File: config.mk
export PLATFORM = sky130hd
export DESIGN_NAME = ssm_sync_tx
export DESIGN_NICKNAME = d
export VERILOG_FILES = /design/src/logic/ssm_pkg.sv /design/src/logic/ssm_baud_gen.sv /design/src/logic/ssm_sync_tx.sv /design/src/logic/ssm_tx_shifter.sv
export SDC_FILE = /design/constraint.sdc
export NUM_CORES = 1
export LEC_CHECK = 0
export BUFFER_PORTS_ARGS = -buffer_cell sky130_fd_sc_hd__buf_2
export CAP_MARGIN = 5
export CORE_ASPECT_RATIO = 0.7
export CORE_MARGIN = 2
export CORE_UTILIZATION = 55
export CTS_CLUSTER_DIAMETER = 40
export CTS_CLUSTER_SIZE = 12
export DETAILED_ROUTE_END_ITERATION = 8
export GPL_TIMING_DRIVEN = 0
export PLACE_DENSITY = 0.75
export SYNTH_ARGS = -nofsm -noshare
export SYNTH_HDL_FRONTEND = slang
export SYNTH_HIERARCHICAL = 1
export SYNTH_SLANG_ARGS = --single-unit
File: constraint.sdc
create_clock -name pclk -period 3.7 [get_ports pclk]
set_clock_uncertainty 0.05 [all_clocks]
set_input_delay 0.74 -clock pclk [delete_from_list [all_inputs] [get_ports pclk]]
set_output_delay 0.74 -clock pclk [all_outputs]
set_load 0.01 [all_outputs]
File: src/logic/ssm_pkg.sv
package ssm_pkg;
   // ------------------------------------------------------------
   // register byte addresses
   // ------------------------------------------------------------
   localparam logic [7:0] TX_CONTROL_STATUS_ADDR = 8'h00;
   localparam logic [7:0] RX_CONTROL_STATUS_ADDR = 8'h04;
   localparam logic [7:0] BAUD_DIVISOR_ADDR = 8'h08;
   localparam logic [7:0] TX_HOLDING_BUFFER_ADDR = 8'h0C;
   localparam logic [7:0] PERIPHERAL_FLAGS_1_ADDR = 8'h10;
   localparam logic [7:0] EVENT_STATUS_ADDR = 8'h14;
   localparam logic [7:0] PERIPHERAL_ENABLES_1_ADDR = 8'h18;
   localparam logic [7:0] IRQ_CONTROL_ADDR = 8'h1C;

   // ------------------------------------------------------------
   // field positions
   // ------------------------------------------------------------
   // tx_control_status
   localparam int CLOCK_SOURCE_MASTER_BIT = 7;
   localparam int NINE_BIT_SELECT_BIT = 6;
   localparam int TRANSMIT_ENABLE_BIT = 5;
   localparam int SYNC_SELECT_BIT = 4;
   localparam int SHIFT_REG_EMPTY_BIT = 1;
   localparam int NINTH_TX_BIT_BIT = 0;
   // rx_control_status
   localparam int SERIAL_PORT_ENABLE_BIT = 7;
   localparam int SINGLE_RECEIVE_ENABLE_BIT = 5;
   localparam int CONTINUOUS_RECEIVE_ENABLE_BIT = 4;
   // peripheral_flags_1, event status and peripheral_enables_1
   localparam int TX_BUFFER_EMPTY_BIT = 4;
   localparam int WORD_SENT_BIT = 1;
   // irq_control
   localparam int GLOBAL_IRQ_ENABLE_BIT = 7;
   localparam int PERIPHERAL_IRQ_ENABLE_BIT = 6;

   // ------------------------------------------------------------
   // widths and reset values
   // ------------------------------------------------------------
   localparam int REG_W = 8;
   localparam int WORD_W = 9;
   localparam int CNT_W = 4;
   localparam logic [7:0] CTRL_RESET = 8'h00;
   localparam logic [7:0] DIVISOR_RESET = 8'h00;
   localparam logic [3:0] BITS_EIGHT = 4'h8;
   localparam logic [3:0] BITS_NINE = 4'h9;

   typedef enum logic [1:0] {
      SSM_APB_IDLE,
      SSM_APB_WAIT,
      SSM_APB_DONE
   } ssm_apb_state_t;
endpackage

File: src/logic/ssm_baud_gen.sv
`timescale 1ns/100ps
module ssm_baud_gen (
   input wire logic pclk,
   input wire logic presetn,
   input wire logic run,
   input wire logic [7:0] divisor,
   output logic rise_pulse,
   output logic fall_pulse,
   output logic phase
);
   logic [7:0] count_reg;

   // ------------------------------------------------------------
   // down counter, reloads on every expiry
   // ------------------------------------------------------------
   always_ff @(posedge pclk or negedge presetn) begin
      if (!presetn) begin
         count_reg <= ssm_pkg::DIVISOR_RESET;
         phase <= 1'b0;
         rise_pulse <= 1'b0;
         fall_pulse <= 1'b0;
      end else if (!run) begin
         // count held at zero so the first clock comes at once
         count_reg <= ssm_pkg::DIVISOR_RESET;
         phase <= 1'b0;
         rise_pulse <= 1'b0;
         fall_pulse <= 1'b0;
      end else if (count_reg == ssm_pkg::DIVISOR_RESET) begin
         count_reg <= divisor;
         phase <= ~phase;
         rise_pulse <= ~phase;
         fall_pulse <= phase;
      end else begin
         count_reg <= count_reg - 8'h01;
         rise_pulse <= 1'b0;
         fall_pulse <= 1'b0;
      end
   end
endmodule // ssm_baud_gen

File: src/logic/ssm_sync_tx.sv
// Overview of operation
// half duplex: receive and transmit never together
// sync select and port enable claim pins
// master bit makes device drive clock
// reload shifter only after last bit
// one-cycle transfer empties buffer, sets flag
// empty flag ignores enable, cleared by write
// read-only shift-empty bit, no interrupt
// shift register not visible to software
// enable alone sends nothing until loaded
// bit out on rise, stable at fall
// baud generator idle unless tx/rx enabled
// write with shifter empty passes straight through
// clearing enable aborts, resets, floats pins
// receive enable aborts, floats data, holds logic
// single receive done clears bit, resumes
// ninth bit copied at moment of transfer
// software follows fixed setup order
// divisor counts down, toggles clock, reloads
// clock idles low between words
//
// Added by the designer: the address map and the APB register port.
`timescale 1ns/100ps
module ssm_sync_tx (
   input wire logic pclk,
   input wire logic presetn,
   input wire logic psel,
   input wire logic penable,
   input wire logic pwrite,
   input wire logic [7:0] paddr,
   input wire logic [31:0] pwdata,
   output logic [31:0] prdata,
   output logic pready,
   output logic pslverr,
   input wire logic rx_word_done,
   output logic shift_clock_line_out,
   output logic shift_clock_line_oe,
   output logic serial_data_line_out,
   output logic serial_data_line_oe,
   output logic irq
);
   logic [7:0] tx_control_status_reg;
   logic [7:0] rx_control_status_reg;
   logic [7:0] baud_divisor_reg;
   logic [7:0] tx_holding_buffer_reg;
   logic [7:0] event_status_reg;
   logic [7:0] event_status_next;
   logic [7:0] peripheral_enables_1_reg;
   logic [7:0] irq_control_reg;
   logic tx_buffer_empty_flag;
   ssm_pkg::ssm_apb_state_t apb_state_reg;
   logic wr_go;
   logic wr_holding;
   logic clock_source_master;
   logic nine_bit_select;
   logic transmit_enable;
   logic sync_select;
   logic ninth_tx_bit;
   logic serial_port_enable;
   logic single_receive_enable;
   logic continuous_receive_enable;
   logic receiving;
   logic brg_run;
   logic xfer;
   logic shift_busy;
   logic shift_reg_empty;
   logic word_sent;
   logic shift_data;
   logic shift_ck;
   logic rise_pulse;
   logic fall_pulse;
   logic brg_phase;
   logic [7:0] rd_mux;
   logic addr_ok;
   logic pins_claimed;
   logic wr_tx_ctrl;
   logic wr_rx_ctrl;
   logic wr_baud;
   logic wr_enables;
   logic wr_irq_ctrl;
   logic wr_events;
   logic irq_pending;

   // full decode: holes answer with an error and write nothing
   function automatic logic addr_mapped(input logic [7:0] a);
      addr_mapped = (a == ssm_pkg::TX_CONTROL_STATUS_ADDR) ||
         (a == ssm_pkg::RX_CONTROL_STATUS_ADDR) ||
         (a == ssm_pkg::BAUD_DIVISOR_ADDR) ||
         (a == ssm_pkg::TX_HOLDING_BUFFER_ADDR) ||
         (a == ssm_pkg::PERIPHERAL_FLAGS_1_ADDR) ||
         (a == ssm_pkg::EVENT_STATUS_ADDR) ||
         (a == ssm_pkg::PERIPHERAL_ENABLES_1_ADDR) ||
         (a == ssm_pkg::IRQ_CONTROL_ADDR);
   endfunction

   function automatic logic reg_hit(input logic go, input logic [7:0] a,
      input logic [7:0] target);
      reg_hit = go && (a == target);
   endfunction

   assign clock_source_master = tx_control_status_reg[ssm_pkg::CLOCK_SOURCE_MASTER_BIT];
   assign nine_bit_select = tx_control_status_reg[ssm_pkg::NINE_BIT_SELECT_BIT];
   assign transmit_enable = tx_control_status_reg[ssm_pkg::TRANSMIT_ENABLE_BIT];
   assign sync_select = tx_control_status_reg[ssm_pkg::SYNC_SELECT_BIT];
   assign ninth_tx_bit = tx_control_status_reg[ssm_pkg::NINTH_TX_BIT_BIT];
   assign serial_port_enable = rx_control_status_reg[ssm_pkg::SERIAL_PORT_ENABLE_BIT];
   assign single_receive_enable = rx_control_status_reg[ssm_pkg::SINGLE_RECEIVE_ENABLE_BIT];
   assign continuous_receive_enable =
      rx_control_status_reg[ssm_pkg::CONTINUOUS_RECEIVE_ENABLE_BIT];
   assign receiving = single_receive_enable | continuous_receive_enable;
   assign brg_run = transmit_enable | receiving;
   // both pins belong to the port only in synchronous mode
   assign pins_claimed = serial_port_enable && sync_select;
   assign shift_reg_empty = ~shift_busy;

   // ------------------------------------------------------------
   // apb slave: one wait state, answer from flops
   // ------------------------------------------------------------
   assign addr_ok = addr_mapped(paddr);
   assign wr_go = psel && penable && pwrite && pready && addr_ok;
   assign wr_holding = reg_hit(wr_go, paddr, ssm_pkg::TX_HOLDING_BUFFER_ADDR);
   assign wr_tx_ctrl = reg_hit(wr_go, paddr, ssm_pkg::TX_CONTROL_STATUS_ADDR);
   assign wr_rx_ctrl = reg_hit(wr_go, paddr, ssm_pkg::RX_CONTROL_STATUS_ADDR);
   assign wr_baud = reg_hit(wr_go, paddr, ssm_pkg::BAUD_DIVISOR_ADDR);
   assign wr_enables = reg_hit(wr_go, paddr, ssm_pkg::PERIPHERAL_ENABLES_1_ADDR);
   assign wr_irq_ctrl = reg_hit(wr_go, paddr, ssm_pkg::IRQ_CONTROL_ADDR);
   assign wr_events = reg_hit(wr_go, paddr, ssm_pkg::EVENT_STATUS_ADDR);

   always_comb begin
      case (paddr)
         ssm_pkg::TX_CONTROL_STATUS_ADDR: begin
            rd_mux = tx_control_status_reg;
            rd_mux[ssm_pkg::SHIFT_REG_EMPTY_BIT] = shift_reg_empty;
         end
         ssm_pkg::RX_CONTROL_STATUS_ADDR: rd_mux = rx_control_status_reg;
         ssm_pkg::BAUD_DIVISOR_ADDR: rd_mux = baud_divisor_reg;
         ssm_pkg::TX_HOLDING_BUFFER_ADDR: rd_mux = tx_holding_buffer_reg;
         ssm_pkg::PERIPHERAL_FLAGS_1_ADDR: begin
            rd_mux = 8'h00;
            rd_mux[ssm_pkg::TX_BUFFER_EMPTY_BIT] = tx_buffer_empty_flag;
         end
         ssm_pkg::EVENT_STATUS_ADDR: rd_mux = event_status_reg;
         ssm_pkg::PERIPHERAL_ENABLES_1_ADDR: rd_mux = peripheral_enables_1_reg;
         ssm_pkg::IRQ_CONTROL_ADDR: rd_mux = irq_control_reg;
         default: rd_mux = 8'h00;
      endcase
   end

   // answer comes from flops: pready trails the access by one edge
   always_ff @(posedge pclk or negedge presetn) begin
      if (!presetn) begin
         apb_state_reg <= ssm_pkg::SSM_APB_IDLE;
         pready <= 1'b0;
         pslverr <= 1'b0;
         prdata <= 32'h0000_0000;
      end else begin
         case (apb_state_reg)
            ssm_pkg::SSM_APB_IDLE: begin
               if (psel && penable) begin
                  apb_state_reg <= ssm_pkg::SSM_APB_WAIT;
                  pready <= 1'b1;
                  pslverr <= ~addr_ok;
                  prdata <= {24'h00_0000, rd_mux};
               end
            end
            ssm_pkg::SSM_APB_WAIT: begin
               apb_state_reg <= ssm_pkg::SSM_APB_IDLE;
               pready <= 1'b0;
               pslverr <= 1'b0;
            end
            default: begin
               apb_state_reg <= ssm_pkg::SSM_APB_IDLE;
               pready <= 1'b0;
               pslverr <= 1'b0;
            end
         endcase
      end
   end

   // ------------------------------------------------------------
   // control registers
   // ------------------------------------------------------------
   always_ff @(posedge pclk or negedge presetn) begin
      if (!presetn) begin
         tx_control_status_reg <= ssm_pkg::CTRL_RESET;
      end else if (wr_tx_ctrl) begin
         // shift-empty position is read-only
         tx_control_status_reg <= pwdata[7:0] &
            ~(8'h01 << ssm_pkg::SHIFT_REG_EMPTY_BIT);
      end
   end

   always_ff @(posedge pclk or negedge presetn) begin
      if (!presetn) begin
         rx_control_status_reg <= ssm_pkg::CTRL_RESET;
      end else if (wr_rx_ctrl) begin
         rx_control_status_reg <= pwdata[7:0];
      end else if (rx_word_done && single_receive_enable) begin
         // single word received: hand the pin back to the transmitter
         rx_control_status_reg[ssm_pkg::SINGLE_RECEIVE_ENABLE_BIT] <= 1'b0;
      end
   end

   // a new divisor takes effect at the next expiry, not mid-count
   always_ff @(posedge pclk or negedge presetn) begin
      if (!presetn) begin
         baud_divisor_reg <= ssm_pkg::DIVISOR_RESET;
      end else if (wr_baud) begin
         baud_divisor_reg <= pwdata[7:0];
      end
   end

   always_ff @(posedge pclk or negedge presetn) begin
      if (!presetn) begin
         peripheral_enables_1_reg <= ssm_pkg::CTRL_RESET;
      end else if (wr_enables) begin
         peripheral_enables_1_reg <= pwdata[7:0];
      end
   end

   always_ff @(posedge pclk or negedge presetn) begin
      if (!presetn) begin
         irq_control_reg <= ssm_pkg::CTRL_RESET;
      end else if (wr_irq_ctrl) begin
         irq_control_reg <= pwdata[7:0];
      end
   end

   // ------------------------------------------------------------
   // holding buffer and its empty flag
   // ------------------------------------------------------------
   // transfer only with transmit enabled and pins not lent to the receiver
   assign xfer = ~tx_buffer_empty_flag && shift_reg_empty && transmit_enable &&
      ~receiving && ~wr_holding;

   always_ff @(posedge pclk or negedge presetn) begin
      if (!presetn) begin
         tx_holding_buffer_reg <= 8'h00;
      end else if (wr_holding) begin
         tx_holding_buffer_reg <= pwdata[7:0];
      end
   end

   // a buffer write beats a transfer in the same cycle; the transfer waits
   always_ff @(posedge pclk or negedge presetn) begin
      if (!presetn) begin
         tx_buffer_empty_flag <= 1'b1;
      end else if (wr_holding) begin
         tx_buffer_empty_flag <= 1'b0;
      end else if (xfer) begin
         tx_buffer_empty_flag <= 1'b1;
      end
   end

   // ------------------------------------------------------------
   // interrupt events: sticky, write one to clear, set wins
   // ------------------------------------------------------------
   always_comb begin
      event_status_next = event_status_reg;
      if (wr_events) begin
         event_status_next = event_status_reg & ~pwdata[7:0];
      end
      if (xfer) begin
         event_status_next[ssm_pkg::TX_BUFFER_EMPTY_BIT] = 1'b1;
      end
      if (word_sent) begin
         event_status_next[ssm_pkg::WORD_SENT_BIT] = 1'b1;
      end
   end

   // status survives a masked interrupt; only a written one clears it
   always_ff @(posedge pclk or negedge presetn) begin
      if (!presetn) begin
         event_status_reg <= 8'h00;
      end else begin
         event_status_reg <= event_status_next;
      end
   end

   // the two control bits mute the level without touching the status
   assign irq_pending = |(event_status_reg & peripheral_enables_1_reg) &&
      irq_control_reg[ssm_pkg::GLOBAL_IRQ_ENABLE_BIT] &&
      irq_control_reg[ssm_pkg::PERIPHERAL_IRQ_ENABLE_BIT];

   always_ff @(posedge pclk or negedge presetn) begin
      if (!presetn) begin
         irq <= 1'b0;
      end else begin
         irq <= irq_pending;
      end
   end

   // ------------------------------------------------------------
   // baud generator and shifter
   // ------------------------------------------------------------
   // generator runs only while some direction needs a clock
   ssm_baud_gen u_baud (
      .pclk(pclk),
      .presetn(presetn),
      .run(brg_run),
      .divisor(baud_divisor_reg),
      .rise_pulse(rise_pulse),
      .fall_pulse(fall_pulse),
      .phase(brg_phase)
   );

   // ninth bit is read live at the load, so software sets it first
   ssm_tx_shifter u_shift (
      .pclk(pclk),
      .presetn(presetn),
      .clear(~transmit_enable),
      .hold(receiving),
      .load(xfer),
      .load_word({ninth_tx_bit, tx_holding_buffer_reg}),
      .nine(nine_bit_select),
      .rise_pulse(rise_pulse),
      .fall_pulse(fall_pulse),
      .busy(shift_busy),
      .done_pulse(word_sent),
      .data_bit(shift_data),
      .ck_level(shift_ck)
   );

   // ------------------------------------------------------------
   // pins
   // ------------------------------------------------------------
   // receive clock runs free from the generator; transmit clock is gated per bit
   always_ff @(posedge pclk or negedge presetn) begin
      if (!presetn) begin
         shift_clock_line_out <= 1'b0;
         shift_clock_line_oe <= 1'b0;
         serial_data_line_out <= 1'b0;
         serial_data_line_oe <= 1'b0;
      end else begin
         shift_clock_line_oe <= pins_claimed && clock_source_master &&
            brg_run;
         shift_clock_line_out <= receiving ? brg_phase : shift_ck;
         serial_data_line_oe <= pins_claimed && transmit_enable &&
            ~receiving;
         serial_data_line_out <= shift_data;
      end
   end
endmodule // ssm_sync_tx

File: src/logic/ssm_tx_shifter.sv
`timescale 1ns/100ps
module ssm_tx_shifter (
   input wire logic pclk,
   input wire logic presetn,
   input wire logic clear,
   input wire logic hold,
   input wire logic load,
   input wire logic [8:0] load_word,
   input wire logic nine,
   input wire logic rise_pulse,
   input wire logic fall_pulse,
   output logic busy,
   output logic done_pulse,
   output logic data_bit,
   output logic ck_level
);
   // not mapped anywhere: only reachable through load
   logic [8:0] shift_reg;
   logic [3:0] left_reg;

   // ------------------------------------------------------------
   // shifting, lsb first
   // ------------------------------------------------------------
   always_ff @(posedge pclk or negedge presetn) begin
      if (!presetn) begin
         shift_reg <= 9'h000;
         left_reg <= 4'h0;
         busy <= 1'b0;
         done_pulse <= 1'b0;
         data_bit <= 1'b0;
         ck_level <= 1'b0;
      end else if (clear) begin
         shift_reg <= 9'h000;
         left_reg <= 4'h0;
         busy <= 1'b0;
         done_pulse <= 1'b0;
         data_bit <= 1'b0;
         ck_level <= 1'b0;
      end else begin
         done_pulse <= 1'b0;
         if (load) begin
            shift_reg <= load_word;
            left_reg <= nine ? ssm_pkg::BITS_NINE : ssm_pkg::BITS_EIGHT;
            busy <= 1'b1;
         end else if (hold) begin
            // frozen, not reset, while the pin belongs to the receiver
            busy <= busy;
         end else if (busy && rise_pulse && left_reg != 4'h0) begin
            data_bit <= shift_reg[0];
            shift_reg <= {1'b0, shift_reg[8:1]};
            left_reg <= left_reg - 4'h1;
            ck_level <= 1'b1;
         end else if (busy && fall_pulse && ck_level) begin
            ck_level <= 1'b0;
            if (left_reg == 4'h0) begin
               busy <= 1'b0;
               done_pulse <= 1'b1;
            end
         end
      end
   end
endmodule // ssm_tx_shifter

==> results by group <==
Place
  • Pre-CTS setup slack: 0.219 ns
  • Dpl cell area: 5490 sq um
  • PortBufs: 35
  • Post-DP HPWL: 8940 um
  • RePlAce Congestion: 0.895

STA
  • Slew at the pin with the worst max-slew slack: 0.715 ns
  • RSZ-0062 raised after global routing: false
  • Minimum clock period: 3.12 ns
  • Tcrit/Tclk final: 0.843
  • WHS: 0.314 ns
  • Final setup TNS: 0 ns
  • Rel. slew slack: 0.522
  • Setup WS post-layout: 0.580 ns
  • Final setup fails: 0
  • Final Hold Violating Endpoints: 0
  • F_max: 321 MHz
  • Final Max Tran Viols: 0

Finish
  • Fin area: 5820 sq um
  • Largest register FFs: 9
  • Fill cell count: 752
  • Syn-to-layout area delta: 15.4%
  • Commonest cells after routing, fill and taps aside: dfrtp_1, mux2_2, buf_2, nor2_1, buf_4
  • Layout cells sized above 1: 0.288
  • Fin nets: 569
  • ANT cells: 0
  • Leading cell type in the layout, fill and taps excluded: dfrtp_1

Synthesis
  • Syn. warnings: 6
  • Syn avg cell area: 11.2 sq um
  • Synth Area in Compound Gates: 0.140
  • Post-synthesis simple-gate area fraction: 0.149
  • Adder-Cell Fraction of Synth Area: 0.00992
  • Mux cell area share after synthesis: 0.135
  • Sequential area share after synthesis: 0.491
  • Yosys cell types: 65
  • Mapped Cells: 449
  • Yosys reg bits: 99
  • Main synth FF type: dfrtp_1
  • Area of the mapped netlist: 5050 sq um
  • Post-Synth XOR/XNOR Area: 0.00347
  • Largest family of logic cells by synthesized area: simple AND/OR/NAND/NOR gates
  • Post-synth EDFFs: 0
  • Ys async rst share: 1.00

Routing
  • Initial DRT Pass Iterations: 5
  • Number of vias per cell: 5.94
  • Total number of vias: 3852
  • Post-route ant nets: 0
  • Post-Route WL: 12300 um
  • Detailed Route Iter0 Violations: 425
  • WL/cell: 19.0 um
  • Remaining DRCs: 0

Worst setup path
  • Sum of buffers and inverters on the critical path: 5
  • Slowest CP cell: or3_1
  • Slowest stage delay, CP: 0.41 ns
  • Setup crit end kind: flop
  • Crit-path max FO: 10
  • Worst Path Required: 3.87 ns
  • CP cell instances: buf_2 > nor3_1 > nand3_1 > or3_1 > clkbuf_1 > and2_1 > buf_2 > inv_1 > buf_2 > nor2_1 > a2111oi_0
  • Crit path DAT: 3.29 ns
  • Setup Crit Path Kind: input pin to flop
  • Worst setup SP type: input pin
  • Delay-heaviest family, CP: simple AND/OR/NAND/NOR gates
  • Crit path top cell by count: buf_2

Die
  • Initial Util: 0.561
  • Num ports: 85
  • # rows: 29
  • Core area: 9000 sq um
  • Die area: 9970 sq um
  • Die width: 118 um
  • Die Ht: 84.1 um

Status
  • Status: finished, final reports clean

Global route
  • Vias in the first global route: 3600
  • GRT Total Usage: 0.260
  • Pin count of the biggest net entering global routing: 63
  • Global-route wire length before repair: 19900 um
  • Gr ovfl total: 0
  • Initial antenna violation count: 0

Pwr
  • Power Density: 513 nW/um^2
  • Max VDD drop: 0.374 mV
  • Total leakage power: 0.00274 uW
  • Power Total: 2990 uW

Clock tree
  • Hold-fix buffers, CTS: 0
  • Root buf cell: clkbuf_16
  • Clock latency on the worst-skew pair: 0.35 ns
  • Clock slew at reported path FFs: 0.07 ns
  • CTS tree: built
  • Max H-tree Level: 3
  • Cts bufs inserted: 9
  • Post-cts sizing count: 0
  • Maximum root-to-sink buffer count: 2
  • Clk sinks: 99
  • Post-CTS Setup Bufs: 0

Hold path
  • Hold WC Path Type: input pin to async pin

Flow run
  • MaxCap Viol Count: 0
==> area by class of cell <==
type	count	area (sq um)	area share
Sequential cell	99	2480	0.426
Multi-Input combinational cell	311	2300	0.394
Buffer	49	308	0.0528
Clock buffer	9	225	0.0387
Timing Repair Buffer	36	205	0.0352
Tap cell	124	155	0.0266
Clock inverter	7	106	0.0183
Inverter	13	48.8	0.00838
==> cell usage after synthesis (3+ instances only) <==
library cell  count  area share
a2111oi_0         3      0.0052
a2111oi_1         3      0.0060
a211oi_1         10       0.015
a21boi_0          8       0.012
a21oi_1          14       0.014
a22oi_1           6      0.0089
a31oi_1           4      0.0050
and3_1            5      0.0062
and4_1            3      0.0052
buf_2             6      0.0060
buf_4            25       0.037
buf_6             3      0.0067
clkbuf_1         14       0.010
dfrtp_1          98        0.49
ha_1              4      0.0099
inv_1            13      0.0097
mux2_2           49        0.11
mux2i_1          13       0.026
nand2_1          18       0.013
nand2b_1          4      0.0050
nand3_1           4      0.0040
nand3b_1         13       0.019
nand4_1           3      0.0037
nor2_1           30       0.022
nor2b_1           5      0.0062
nor3_1            6      0.0060
nor4_1            3      0.0037
o211a_1           4      0.0079
o21ai_0          17       0.017
o22ai_1           3      0.0037
o31ai_1           5      0.0074
o32ai_1           4      0.0069
or3_1             6      0.0074
or4_1             3      0.0045
==> worst reg2reg max path, cell delays in order (launching register included) <==
cell and delay (ns):
dfrtp_1 0.39, and4_1 0.31, nand3_1 0.12, or3_1 0.41, clkbuf_1 0.28, and2_1 0.22
buf_2 0.16, inv_1 0.15, buf_2 0.27, nor2_1 0.08, a2111oi_0 0.35
==> worst paths after layout <==
check / cells past startpoint / to / slack (ns) / from
min in group pclk: 0 / serial_data_line_out / 0.33 / u_shift/data_bit
hold / removal: 1 / u_baud/count_reg[6] / 0.31 / presetn
setup reg to reg: 10 / u_shift/shift_reg[7] / 0.79 / apb_state_reg[0]
hold reg to reg: 0 / serial_data_line_out / 0.33 / u_shift/data_bit
setup / recovery: 11 / u_shift/shift_reg[7] / 0.58 / paddr[5]
max in group asynchronous: 2 / tx_buffer_empty_flag / 2.59 / presetn
==> where the power goes <==
| part | switching, uW | internal [uW] |
|---|---|---|
| registers | 111 | 1240 |
| clock network | 441 | 605 |
| logic | 307 | 289 |
| total | 859 | 2130 |
==> stage by stage <==
step / util / instances
after global routing: 0.647 / 648
final: 0.647 / 648
after floorplan: - / 472
after detailed placement: 0.610 / 632
after global placement: 0.607 / 631
after CTS: 0.647 / 648
==> cells by family (layout without fill, tap and decap cells) <==
logic type,Yosys count,count (layout)
DFF,99,99
and+or+nand+nor,125,125
xor gates and xnor gates,2,2
muxes,62,62
adders and majority gates,4,4
AOI/OAI and AO/OA,94,94
buffers and inverters,62,114
other,1,24
==> metal layers <==
layer / up-vias / GRT usage / wire (um)
met5: - / 0 / 0
met4: 0 / 0.0703 / 173
met3: 19 / 0.0774 / 1120
met2: 162 / 0.359 / 5350
met1: 1920 / 0.399 / 5690
li1: 1751 / - / -
No activity file was read; power rests on OpenSTA's default activity.
